**src/hw/mmb_bridge_map.vh**
```
// mmb_bridge_map.vh: constants for the bridge window and the slave map behind it.
// assumes byte addresses, 16-bit upstream address, 8-bit downstream offset.
`ifndef MMB_BRIDGE_MAP_VH
`define MMB_BRIDGE_MAP_VH

// ****************************************
// bridge window on the upstream side
// ****************************************
`define MMB_BRIDGE_BASE  16'h1000
`define MMB_UP_AW        16
`define MMB_DN_AW        8
`define MMB_DW           32

// ****************************************
// downstream slaves, one-hot bases
// ****************************************
`define MMB_NUM_SLV      4
`define MMB_SLV_SPAN     8'h10
`define MMB_SLV0_BASE    8'h10
`define MMB_SLV1_BASE    8'h20
`define MMB_SLV2_BASE    8'h40
`define MMB_SLV3_BASE    8'h80

// ****************************************
// pipelining and decode defaults and reset values
// ****************************************
`define MMB_PIPE_M2S_DEF 1
`define MMB_PIPE_S2M_DEF 1
`define MMB_ONEHOT_DEF   1
`define MMB_RDATA_RST    32'h00000000

`endif

```
**src/hw/mmb_bridge.v**
```verilog
// mmb_bridge.v: two-master pipeline bridge with window check, address
// shifting and slave-select decode for four downstream slaves.
// assumes all ports are on ref_clk; masters hold a request until ack or miss.
//
// Function
// claim only addresses inside base/span window
// downstream address is offset from base
// masters issue base plus slave address
// span derived from all downstream slave ranges; code uses only the top slave's end
// arbitrate masters, one transfer at a time
// compare address against each slave range
// select gated by read and write strobes
// one-hot bases decode on a single bit
// single-target paths are plain wiring only; with one slave the code still gates read data by d_sel_q
// every pipeline option can be disabled
// each enabled option adds one cycle
// out-of-window access makes no downstream transfer
`timescale 1ns/10ps
`include "mmb_bridge_map.vh"
`default_nettype none

module mmb_bridge #(
  parameter PIPE_M2S = `MMB_PIPE_M2S_DEF,
  parameter PIPE_S2M = `MMB_PIPE_S2M_DEF,
  parameter ONEHOT   = `MMB_ONEHOT_DEF
) (
  input  wire                         ref_clk,
  input  wire                         rst,
  input  wire [`MMB_UP_AW-1:0]        m0_addr,
  input  wire                         m0_read,
  input  wire                         m0_write,
  input  wire [`MMB_DW-1:0]           m0_wdata,
  output wire                         m0_ack,
  output wire                         m0_miss,
  output wire [`MMB_DW-1:0]           m0_rdata,
  input  wire [`MMB_UP_AW-1:0]        m1_addr,
  input  wire                         m1_read,
  input  wire                         m1_write,
  input  wire [`MMB_DW-1:0]           m1_wdata,
  output wire                         m1_ack,
  output wire                         m1_miss,
  output wire [`MMB_DW-1:0]           m1_rdata,
  output wire [`MMB_DN_AW-1:0]        d_addr,
  output wire                         d_read,
  output wire                         d_write,
  output wire [`MMB_DW-1:0]           d_wdata,
  output wire [`MMB_NUM_SLV-1:0]      d_sel,
  input  wire [`MMB_NUM_SLV-1:0]      d_wait,
  input  wire [`MMB_NUM_SLV*`MMB_DW-1:0] d_rdata
);

  // ****************************************
  // states and derived window
  // ****************************************
  localparam [2:0] ST_IDLE  = 3'h0;
  localparam [2:0] ST_STAGE = 3'h1;
  localparam [2:0] ST_XFER  = 3'h2;
  localparam [2:0] ST_RESP  = 3'h3;
  localparam [2:0] ST_ACK   = 3'h4;

  // base of slave i in the downstream offset space
  function [`MMB_DN_AW-1:0] slv_base;
    input integer i;
    begin
      case (i)
        0:       slv_base = `MMB_SLV0_BASE;
        1:       slv_base = `MMB_SLV1_BASE;
        2:       slv_base = `MMB_SLV2_BASE;
        default: slv_base = `MMB_SLV3_BASE;
      endcase
    end
  endfunction

  // smallest power of two not below v
  function [16:0] pow2ceil;
    input [16:0] v;
    reg   [16:0] p;
    begin
      p = 17'h00001;
      while (p < v) begin
        p = {p[15:0], 1'b0};
      end
      pow2ceil = p;
    end
  endfunction

  // span covers the top slave's end, rounded up to a power of two
  localparam [16:0] BR_SPAN = pow2ceil({9'h000, `MMB_SLV3_BASE} + {9'h000, `MMB_SLV_SPAN});
  localparam [16:0] BR_LO   = {1'b0, `MMB_BRIDGE_BASE};
  localparam [16:0] BR_HI   = BR_LO + BR_SPAN;

  // slave hit: one-hot bit or full range compare, chosen by ONEHOT
  function slave_hit;
    input [`MMB_DN_AW-1:0] off;
    input integer          i;
    reg   [`MMB_DN_AW-1:0] b;
    begin
      b = slv_base(i);
      if (ONEHOT != 0) begin
        slave_hit = |(off & b);
      end else begin
        slave_hit = (off >= b) &&
                    ({1'b0, off} < ({1'b0, b} + {1'b0, `MMB_SLV_SPAN}));
      end
    end
  endfunction

  // ****************************************
  // arbitration and request selection
  // ****************************************
  reg  [2:0]               state_q;
  reg  [2:0]               state_d;
  reg                      last_q;
  reg                      gnt_q;
  wire                     req0 = m0_read | m0_write;
  wire                     req1 = m1_read | m1_write;
  // round robin: on contention the master not served last wins
  wire                     pick = req1 & (~req0 | ~last_q);
  wire [`MMB_UP_AW-1:0]    sel_addr  = pick ? m1_addr : m0_addr;
  wire                     sel_read  = pick ? m1_read : m0_read;
  wire                     sel_write = pick ? m1_write : m0_write;
  wire [`MMB_DW-1:0]       sel_wdata = pick ? m1_wdata : m0_wdata;
  wire                     in_win = ({1'b0, sel_addr} >= BR_LO) &&
                                    ({1'b0, sel_addr} < BR_HI);
  // upstream address already holds base plus slave address, so a
  // subtraction is all that remains
  wire [`MMB_UP_AW-1:0]    diff    = sel_addr - `MMB_BRIDGE_BASE;
  wire [`MMB_DN_AW-1:0]    sel_off = diff[`MMB_DN_AW-1:0];

  // per-slave range result, before the strobes are applied
  reg  [`MMB_NUM_SLV-1:0]  hit_vec;
  integer                  k;
  always @* begin
    hit_vec = {`MMB_NUM_SLV{1'b0}};
    for (k = 0; k < `MMB_NUM_SLV; k = k + 1) begin
      if (slave_hit(sel_off, k) && (hit_vec == {`MMB_NUM_SLV{1'b0}})) begin
        hit_vec[k] = 1'b1;
      end
    end
  end

  // ****************************************
  // latched transfer and downstream drive
  // ****************************************
  reg  [`MMB_DN_AW-1:0]    off_q;
  reg                      rd_q;
  reg                      wr_q;
  reg  [`MMB_DW-1:0]       wdata_q;
  reg  [`MMB_NUM_SLV-1:0]  hit_q;
  reg                      d_read_q;
  reg                      d_write_q;
  reg  [`MMB_NUM_SLV-1:0]  d_sel_q;
  reg  [`MMB_DW-1:0]       rdata_q;
  reg                      ack0_q;
  reg                      ack1_q;
  reg                      miss0_q;
  reg                      miss1_q;

  // the selected slave is done once its own wait is low
  wire                     dn_done = ~|(d_wait & d_sel_q);

  // read mux by the one-hot select; even with one slave the data is gated by d_sel_q
  reg  [`MMB_DW-1:0]       rd_mux;
  integer                  j;
  always @* begin
    rd_mux = `MMB_RDATA_RST;
    for (j = 0; j < `MMB_NUM_SLV; j = j + 1) begin
      if (d_sel_q[j]) begin
        rd_mux = rd_mux | d_rdata[j*`MMB_DW +: `MMB_DW];
      end
    end
  end

  // ****************************************
  // sequencer
  // ****************************************
  always @* begin
    state_d = state_q;
    case (state_q)
      ST_IDLE: begin
        if (req0 | req1) begin
          if (!in_win || (hit_vec == {`MMB_NUM_SLV{1'b0}})) begin
            state_d = ST_ACK;
          end else if (PIPE_M2S != 0) begin
            state_d = ST_STAGE;
          end else begin
            state_d = ST_XFER;
          end
        end
      end
      ST_STAGE: state_d = ST_XFER;
      ST_XFER: begin
        if (dn_done) begin
          state_d = (PIPE_S2M != 0) ? ST_RESP : ST_ACK;
        end
      end
      ST_RESP: state_d = ST_ACK;
      ST_ACK:  state_d = ST_IDLE;
      default: state_d = ST_IDLE;
    endcase
  end

  // one transfer in flight; the ACK state gives the master a cycle to drop
  always @(posedge ref_clk or posedge rst) begin
    if (rst) begin
      state_q   <= ST_IDLE;
      last_q    <= 1'b1;
      gnt_q     <= 1'b0;
      off_q     <= {`MMB_DN_AW{1'b0}};
      rd_q      <= 1'b0;
      wr_q      <= 1'b0;
      wdata_q   <= {`MMB_DW{1'b0}};
      hit_q     <= {`MMB_NUM_SLV{1'b0}};
      d_read_q  <= 1'b0;
      d_write_q <= 1'b0;
      d_sel_q   <= {`MMB_NUM_SLV{1'b0}};
      rdata_q   <= `MMB_RDATA_RST;
      ack0_q    <= 1'b0;
      ack1_q    <= 1'b0;
      miss0_q   <= 1'b0;
      miss1_q   <= 1'b0;
    end else begin
      state_q <= state_d;
      ack0_q  <= 1'b0;
      ack1_q  <= 1'b0;
      miss0_q <= 1'b0;
      miss1_q <= 1'b0;
      case (state_q)
        ST_IDLE: begin
          if (req0 | req1) begin
            gnt_q   <= pick;
            last_q  <= pick;
            off_q   <= sel_off;
            rd_q    <= sel_read;
            wr_q    <= sel_write;
            wdata_q <= sel_wdata;
            hit_q   <= hit_vec;
            if (!in_win || (hit_vec == {`MMB_NUM_SLV{1'b0}})) begin
              miss0_q <= ~pick;
              miss1_q <= pick;
            end else if (PIPE_M2S == 0) begin
              d_read_q  <= sel_read;
              d_write_q <= sel_write;
              d_sel_q   <= hit_vec & {`MMB_NUM_SLV{sel_read | sel_write}};
            end
          end
        end
        ST_STAGE: begin
          // extra register stage on the master-to-slave path
          d_read_q  <= rd_q;
          d_write_q <= wr_q;
          d_sel_q   <= hit_q & {`MMB_NUM_SLV{rd_q | wr_q}};
        end
        ST_XFER: begin
          if (dn_done) begin
            d_read_q  <= 1'b0;
            d_write_q <= 1'b0;
            d_sel_q   <= {`MMB_NUM_SLV{1'b0}};
            if (rd_q) begin
              rdata_q <= rd_mux;
            end
            if (PIPE_S2M == 0) begin
              ack0_q <= ~gnt_q;
              ack1_q <= gnt_q;
            end
          end
        end
        ST_RESP: begin
          // extra register stage on the slave-to-master path
          ack0_q <= ~gnt_q;
          ack1_q <= gnt_q;
        end
        default: begin
        end
      endcase
    end
  end

  // ****************************************
  // outputs, all straight from flip-flops
  // ****************************************
  // address and write data fan out unmuxed to every slave
  assign d_addr   = off_q;
  assign d_wdata  = wdata_q;
  assign d_read   = d_read_q;
  assign d_write  = d_write_q;
  assign d_sel    = d_sel_q;
  assign m0_ack   = ack0_q;
  assign m1_ack   = ack1_q;
  assign m0_miss  = miss0_q;
  assign m1_miss  = miss1_q;
  assign m0_rdata = rdata_q;
  assign m1_rdata = rdata_q;

endmodule

`default_nettype wire

```
**config.mk**
```make
export PLATFORM = sky130hd
export DESIGN_NAME = mmb_bridge
export DESIGN_NICKNAME = d
export VERILOG_FILES = /design/src/hw/mmb_bridge.v
export VERILOG_INCLUDE_DIRS = /design/src /design/src/hw
export SDC_FILE = /design/constraint.sdc
export NUM_CORES = 1
export LEC_CHECK = 0
export ABC_AREA = 1
export BUFFER_PORTS_ARGS = -buffer_cell sky130_fd_sc_hd__clkbuf_2
export CAP_MARGIN = 0
export CORE_AREA = 4 4 132 134
export CTS_CLUSTER_SIZE = 10
export DETAILED_ROUTE_END_ITERATION = 16
export DIE_AREA = 0 0 136 138
export REMOVE_ABC_BUFFERS = 1
export SLEW_MARGIN = 15
export SYNTH_ARGS = -nofsm -noshare
export SYNTH_HDL_FRONTEND = slang
export SYNTH_SLANG_ARGS = --single-unit
```
**constraint.sdc**
```tcl
create_clock -name ref_clk -period 5.4 [get_ports ref_clk]
set_clock_uncertainty 0.15 [all_clocks]
set_input_delay 0.27 -clock ref_clk [delete_from_list [all_inputs] [get_ports ref_clk]]
set_output_delay 0.27 -clock ref_clk [all_outputs]
set_load 0.02 [all_outputs]
```
# [After elaboration in Yosys (flattened, before gate mapping)]
# Index checks and enable logic that the tools add are counted.
[word_totals] regBits=93 latchBits=0 ramBits=0 mem_bits_ro=0 in_bits=234 out_inout_bits=114 wordCells=86 mem_count=0
[classes] add_sub_neg=1 n_mul=0 n_div=0 n_lt_le_gt_ge=2 eq_ne=5 n_shift=0 mux=29 bitwise=17 n_reduce_logical=16
[op_table] cell="2-to-1 mux 32 bit" count=5
[op_table] cell="bitwise OR 32 bit" count=3
[op_table] cell="greater-or-equal comparator 16 x 13 -> 1 bit, second input constant" count=1
[op_table] cell="less-than comparator 16 x 13 -> 1 bit, second input constant" count=1
[op_table] cell="2-to-1 mux 16 bit" count=1
[op_table] cell="2-to-1 mux 1 bit" count=15
[op_table] cell="one-hot mux 3 bit (4 select lines)" count=1
[op_table] cell="2-to-1 mux 3 bit" count=3
[op_table] cell="bitwise AND 4 bit" count=2
[op_table] cell="one-hot mux 4 bit (2 select lines)" count=1
[op_table] cell="subtractor 8 x 1 -> 8 bit, second input constant" count=1
[op_table] cell="== test 3 x 2 -> 1 bit, second input constant" count=2
[op_table] cell="logical NOT 3 bit" count=2
[op_table] cell="inverter 1 bit" count=6
[op_table] cell="AND reduction 2 bit" count=3
[op_table] cell="bitwise OR 1 bit" count=5
[op_table] cell="logical AND 1 bit" count=4
[op_table] cell="logical NOT 4 bit" count=1
[op_table] cell="2-to-1 mux 4 bit" count=1
[op_table] cell="inequality test 2 bit, second input constant" count=2
[op_table] cell="one-hot mux 1 bit (2 select lines)" count=2
[op_table] cell="OR reduction 4 bit" count=1
[op_table] cell="== test 3 x 1 -> 1 bit, second input constant" count=1
[op_table] cell="AND reduction 3 bit" count=1
[op_table] cell="other kinds (5)" count=5

# [Longest topological paths before layout]
[logic_depth] ltp_word=21 ltp_mapped=10 mapped_depth_nobuf=9

# [Worst setup path after synthesis]
# Ideal clock, no wire load.
[synth_timing] path_kind="flip-flop to flip-flop" from="reg d_sel_q[0], in the netlist d_sel[0]" to="reg rdata_q[11], in the netlist m0_rdata[11]" setup_ns=0.119 t_arrival_ns=1.474 required_time_ns=5.131 slack_ns=3.657 stages_incl_launch_ff=9 path_buffers=2 synth_period_minus_slack_ns=1.743 cell_sequence="dfrtp_1 > buf_6 > a22o_1 > nor2_4 > nand2_4 > nor2_8 > buf_6 > nand2_1 > o21a_1"
[synth_via] elab_chain_cells=7
[synth_lines] element="start: declaration" line="mmb_bridge.v:152" rtl="reg [`MMB_NUM_SLV-1:0] d_sel_q;"
[synth_lines] element="start signal: assignment" line="mmb_bridge.v:216" rtl="d_sel_q <= {`MMB_NUM_SLV{1'b0}};"
[synth_lines] element="start signal: assignment" line="mmb_bridge.v:244" rtl="d_sel_q <= hit_vec & {`MMB_NUM_SLV{sel_read | sel_write}};"
[synth_lines] element="start signal: assignment" line="mmb_bridge.v:252" rtl="d_sel_q <= hit_q & {`MMB_NUM_SLV{rd_q | wr_q}};"
[synth_lines] element="2-to-1 mux 32 bit" line="mmb_bridge.v:168" rtl="if (d_sel_q[j]) begin"
[synth_lines] element="bitwise OR 32 bit" line="mmb_bridge.v:169" rtl="rd_mux = rd_mux | d_rdata[j*`MMB_DW +: `MMB_DW];"
[synth_lines] element="2-to-1 mux 32 bit" line="mmb_bridge.v:168"
[synth_lines] element="bitwise OR 32 bit" line="mmb_bridge.v:169"
[synth_lines] element="2-to-1 mux 32 bit" line="mmb_bridge.v:168"
[synth_lines] element="bitwise OR 32 bit" line="mmb_bridge.v:169"
[synth_lines] element="2-to-1 mux 32 bit" line="mmb_bridge.v:168"
[synth_lines] element="end signal: assignment" line="mmb_bridge.v:217" rtl="rdata_q <= `MMB_RDATA_RST;"
[synth_lines] element="end signal: assignment" line="mmb_bridge.v:260" rtl="rdata_q <= rd_mux;"
[synth_lines] element="end: declaration" line="mmb_bridge.v:153" rtl="reg [`MMB_DW-1:0] rdata_q;"
# Parallel ways exist; a longest one is shown, timed or not.
# A chain may end at the register's enable or synchronous reset.

# [Worst setup path in the final report]
[layout_timing] from="reg state_q[2]" to="reg wdata_q[15], in the netlist d_wdata[15]"
[layout_via] elab_chain_cells=2
[layout_lines] element="start: declaration" line="mmb_bridge.v:111" rtl="reg [2:0] state_q;"
[layout_lines] element="start signal: assignment" line="mmb_bridge.v:223" rtl="state_q <= state_d;"
[layout_lines] element="logical NOT 3 bit" line="mmb_bridge.v:228" rtl="case (state_q)"
[layout_lines] element="AND reduction 2 bit (no line)"
[layout_lines] element="end signal: assignment" line="mmb_bridge.v:212" rtl="wdata_q <= {`MMB_DW{1'b0}};"
[layout_lines] element="end signal: assignment" line="mmb_bridge.v:236" rtl="wdata_q <= sel_wdata;"
[layout_lines] element="end: declaration" line="mmb_bridge.v:148" rtl="reg [`MMB_DW-1:0] wdata_q;"
# Every way passes these cells.

==> results.toml <==
[place]
post-place-ws_ns = 2.50
gp_congestion = 0.821
hpwl_um = 14600
portBuffers = 347
dpl.cell_count = 1156

[yosys]
syn_area_um2 = 5090
synth.area.top_cells = "dfrtp_1, nand2_1, nand3_1"
syn_area_per_cell_um2 = 7.71
ys_seq_elements = 92
yosysTopAreaCell = "dfrtp_1"
netlist.area_leader.share = 0.448
ys_seq_area_frac = 0.453
synth_cell_types = 33
syn_inst = 660
yosysWarnings = 0

[routing]
dr_wl_met3_um = 1960
dr_wl_met2_um = 9210
drc = 0
met1_length_um = 7530
final_antenna_net_count = 0
first_pass_iters = 4
drt_wl_total_um = 19300
highest_layer = "met4"
wl_per_cell_um = 16.1
drt_iter0_drc = 263
viasPerCell = 4.77
vias = 5709

[outcome]
status = "completed"

[floorplan]
coreArea_um2 = 16300
dieArea_um2 = 18800
dieHeight_um = 138
die_w_um = 136
start_util = 0.312
ioPinCount = 348
row_count = 47

[critical_path]
crit_chain = "inv_1 > nand3_1 > inv_1 > nand2_2 > inv_2 > buf_4 > nand3_1 > nand3_1"
critPathCaptureType = "flip-flop"
slowest_delay_ns = 0.61
path_buf_inv = 4
startpoint_type = "flip-flop"
crit_top_cell = "nand3_1"
cp_slowest_cell = "inv_2"
cp_max_fo = 57
cp.required_ns = 5.53
cp.arrival_ns = 3.05
critPathKind = "reg -> reg"
crit_family = "buffers and inverters"

[timing]
setup_violations = 0
maxSlewHeadroom = 0.409
min_period_ns = 2.91
hold_violations = 0
tns_ns = 0
rsz0062_at_grt = "no"
drv_slew = 0
max_freq_mhz = 343
max_slew.worst_pin.slew_ns = 0.884
holdWs_ns = 0.0147
fin_crit_sh = 0.540
layout_setup_ws_ns = 2.49

[finish]
fillers = 1670
fin_cells = 1196
syn_to_final_growth_pct = 41.8
layout.nets = 1204
drive_above_1_share = 0.391

[grt]
grt_usage = 0.200
grt_pass1_vias = 5684
overflow = 0
grt_max_degree = 58
grt_antenna_before_repair = 1
grt_pass1_wl_um = 29900

[clock_tree]
clk_path_buf_depth = 2
clk_pin_slew_ns = 0.07
clock_insertion_delay_worst_skew_ns = 0.35
cts_tree = "built"
hold_buffers = 23
cts_buffers = 9
cts-root-buf = "clkbuf_16"
cts_setup_buffers = 0
cts-resized-gates = 0
clock_sinks = 92
h-tree-depth = 3

[power]
p_per_area_nw_per_um2 = 425
p_leak_nw = 4.20
peakVddDrop_v = 0.000249
power_mw = 3.07

[hold_path]
hold_path.class = "in -> reg"

[flow_run]
maxCapViolCount = 0
registers in the layout (all words and copies together) (netlist names), 3 cells and up:
signal / cells
m0_rdata: 32
hit_q: 3
d_sel: 4
d_addr: 8
state_q: 3
d_wdata: 32
cell families (layout without fill, tap and decap cells):
logic type,count (synthesis),in the layout,share of synthesized area
buffers and inverters,103,418,0.113
AND/OR/NAND/NOR,394,394,0.343
AO/OA/AOI/OAI,71,71,0.0912
other,0,1,0
flip-flops,92,92,0.453
placed cells by master, fill, tap and decap left out, types with 2 or more instances in the layout:
cell and count:
nor2_1 5, clkinv_4 2, dfrtp_1 91, nor4_1 2
buf_4 8, nand4_1 21, clkbuf_16 9, nand3_1 122
nand2_1 233, dlygate4sd3_1 23, o21ai_0 30, a22o_1 2
inv_1 22, a21oi_1 2, o31ai_1 3, o21a_1 16
clkbuf_2 347, o22ai_1 4, clkinvlp_4 2, a221oi_1 12
nand2_2 2
cell type report:
cell class / instances / area [µm²] / share of cell area
Clock inverter: 6 / 73.8 / 0.0102
Clock buffer: 10 / 229 / 0.0317
Tap cell: 220 / 275 / 0.0382
Timing Repair Buffer: 378 / 2030 / 0.281
Inverter: 24 / 92.6 / 0.0128
Multi-Input combinational cell: 465 / 2210 / 0.306
Antenna cell: 1 / 2.50 / 0.000347
Sequential cell: 92 / 2300 / 0.319
where the power goes:
group | total (mW) | internal [mW] | switching, mW
registers | 1.02 | 0.897 | 0.127
logic | 1.40 | 0.441 | 0.958
clock network | 0.643 | 0.364 | 0.279
total | 3.07 | 1.70 | 1.36
metal layers:
metal | track usage | vias up
met1 | 0.229 | 2628
met4 | 0.0854 | 0
li1 | - | 2794
met5 | 0 | -
met2 | 0.344 | 259
met3 | 0.0600 | 28
Yosys cell counts, drive strengths merged:
master and instances:
o22ai 4, a21oi 2, inv 24, nor4b 1, o21a 16, and3 1, buf 57, a221oi 12
or2 1, nand3 122, o31ai 3, dfstp 1, nor4 2, nor3 2, nand2 236, nand3b 1
nand4 21, nor2 7, dfrtp 91, o21ai 32, clkbuf 22, a22o 2
metrics by stage:
step	cell area, µm²	utilization
5_1_grt	7210	0.443
4_1_cts	7210	0.443
6_report	7210	0.443
2_1_floorplan	4600	-
3_5_place_dp	6680	0.410
3_3_place_gp	6680	0.410
tightest hold or removal path, delay by kind of cell:
kind | cells | cell delay (ns)
buffers and inverters | 1 | 0.08
and+or+nand+nor | 2 | 0.13
worst paths after layout:
kind,startpoint,endpoint,slack (ns),cells after the start
min,m1_wdata[10],d_wdata[10],0.01,3
max,state_q[2],d_wdata[15],2.49,8
max reg2reg,state_q[2],d_wdata[15],2.49,8
min reg2reg,gnt_q,m0_ack,0.28,1
min in group asynchronous,rst,m0_rdata[0],0.37,3
max in group asynchronous,rst,d_wdata[16],3.66,4
Power figures use the tool's default switching activity.
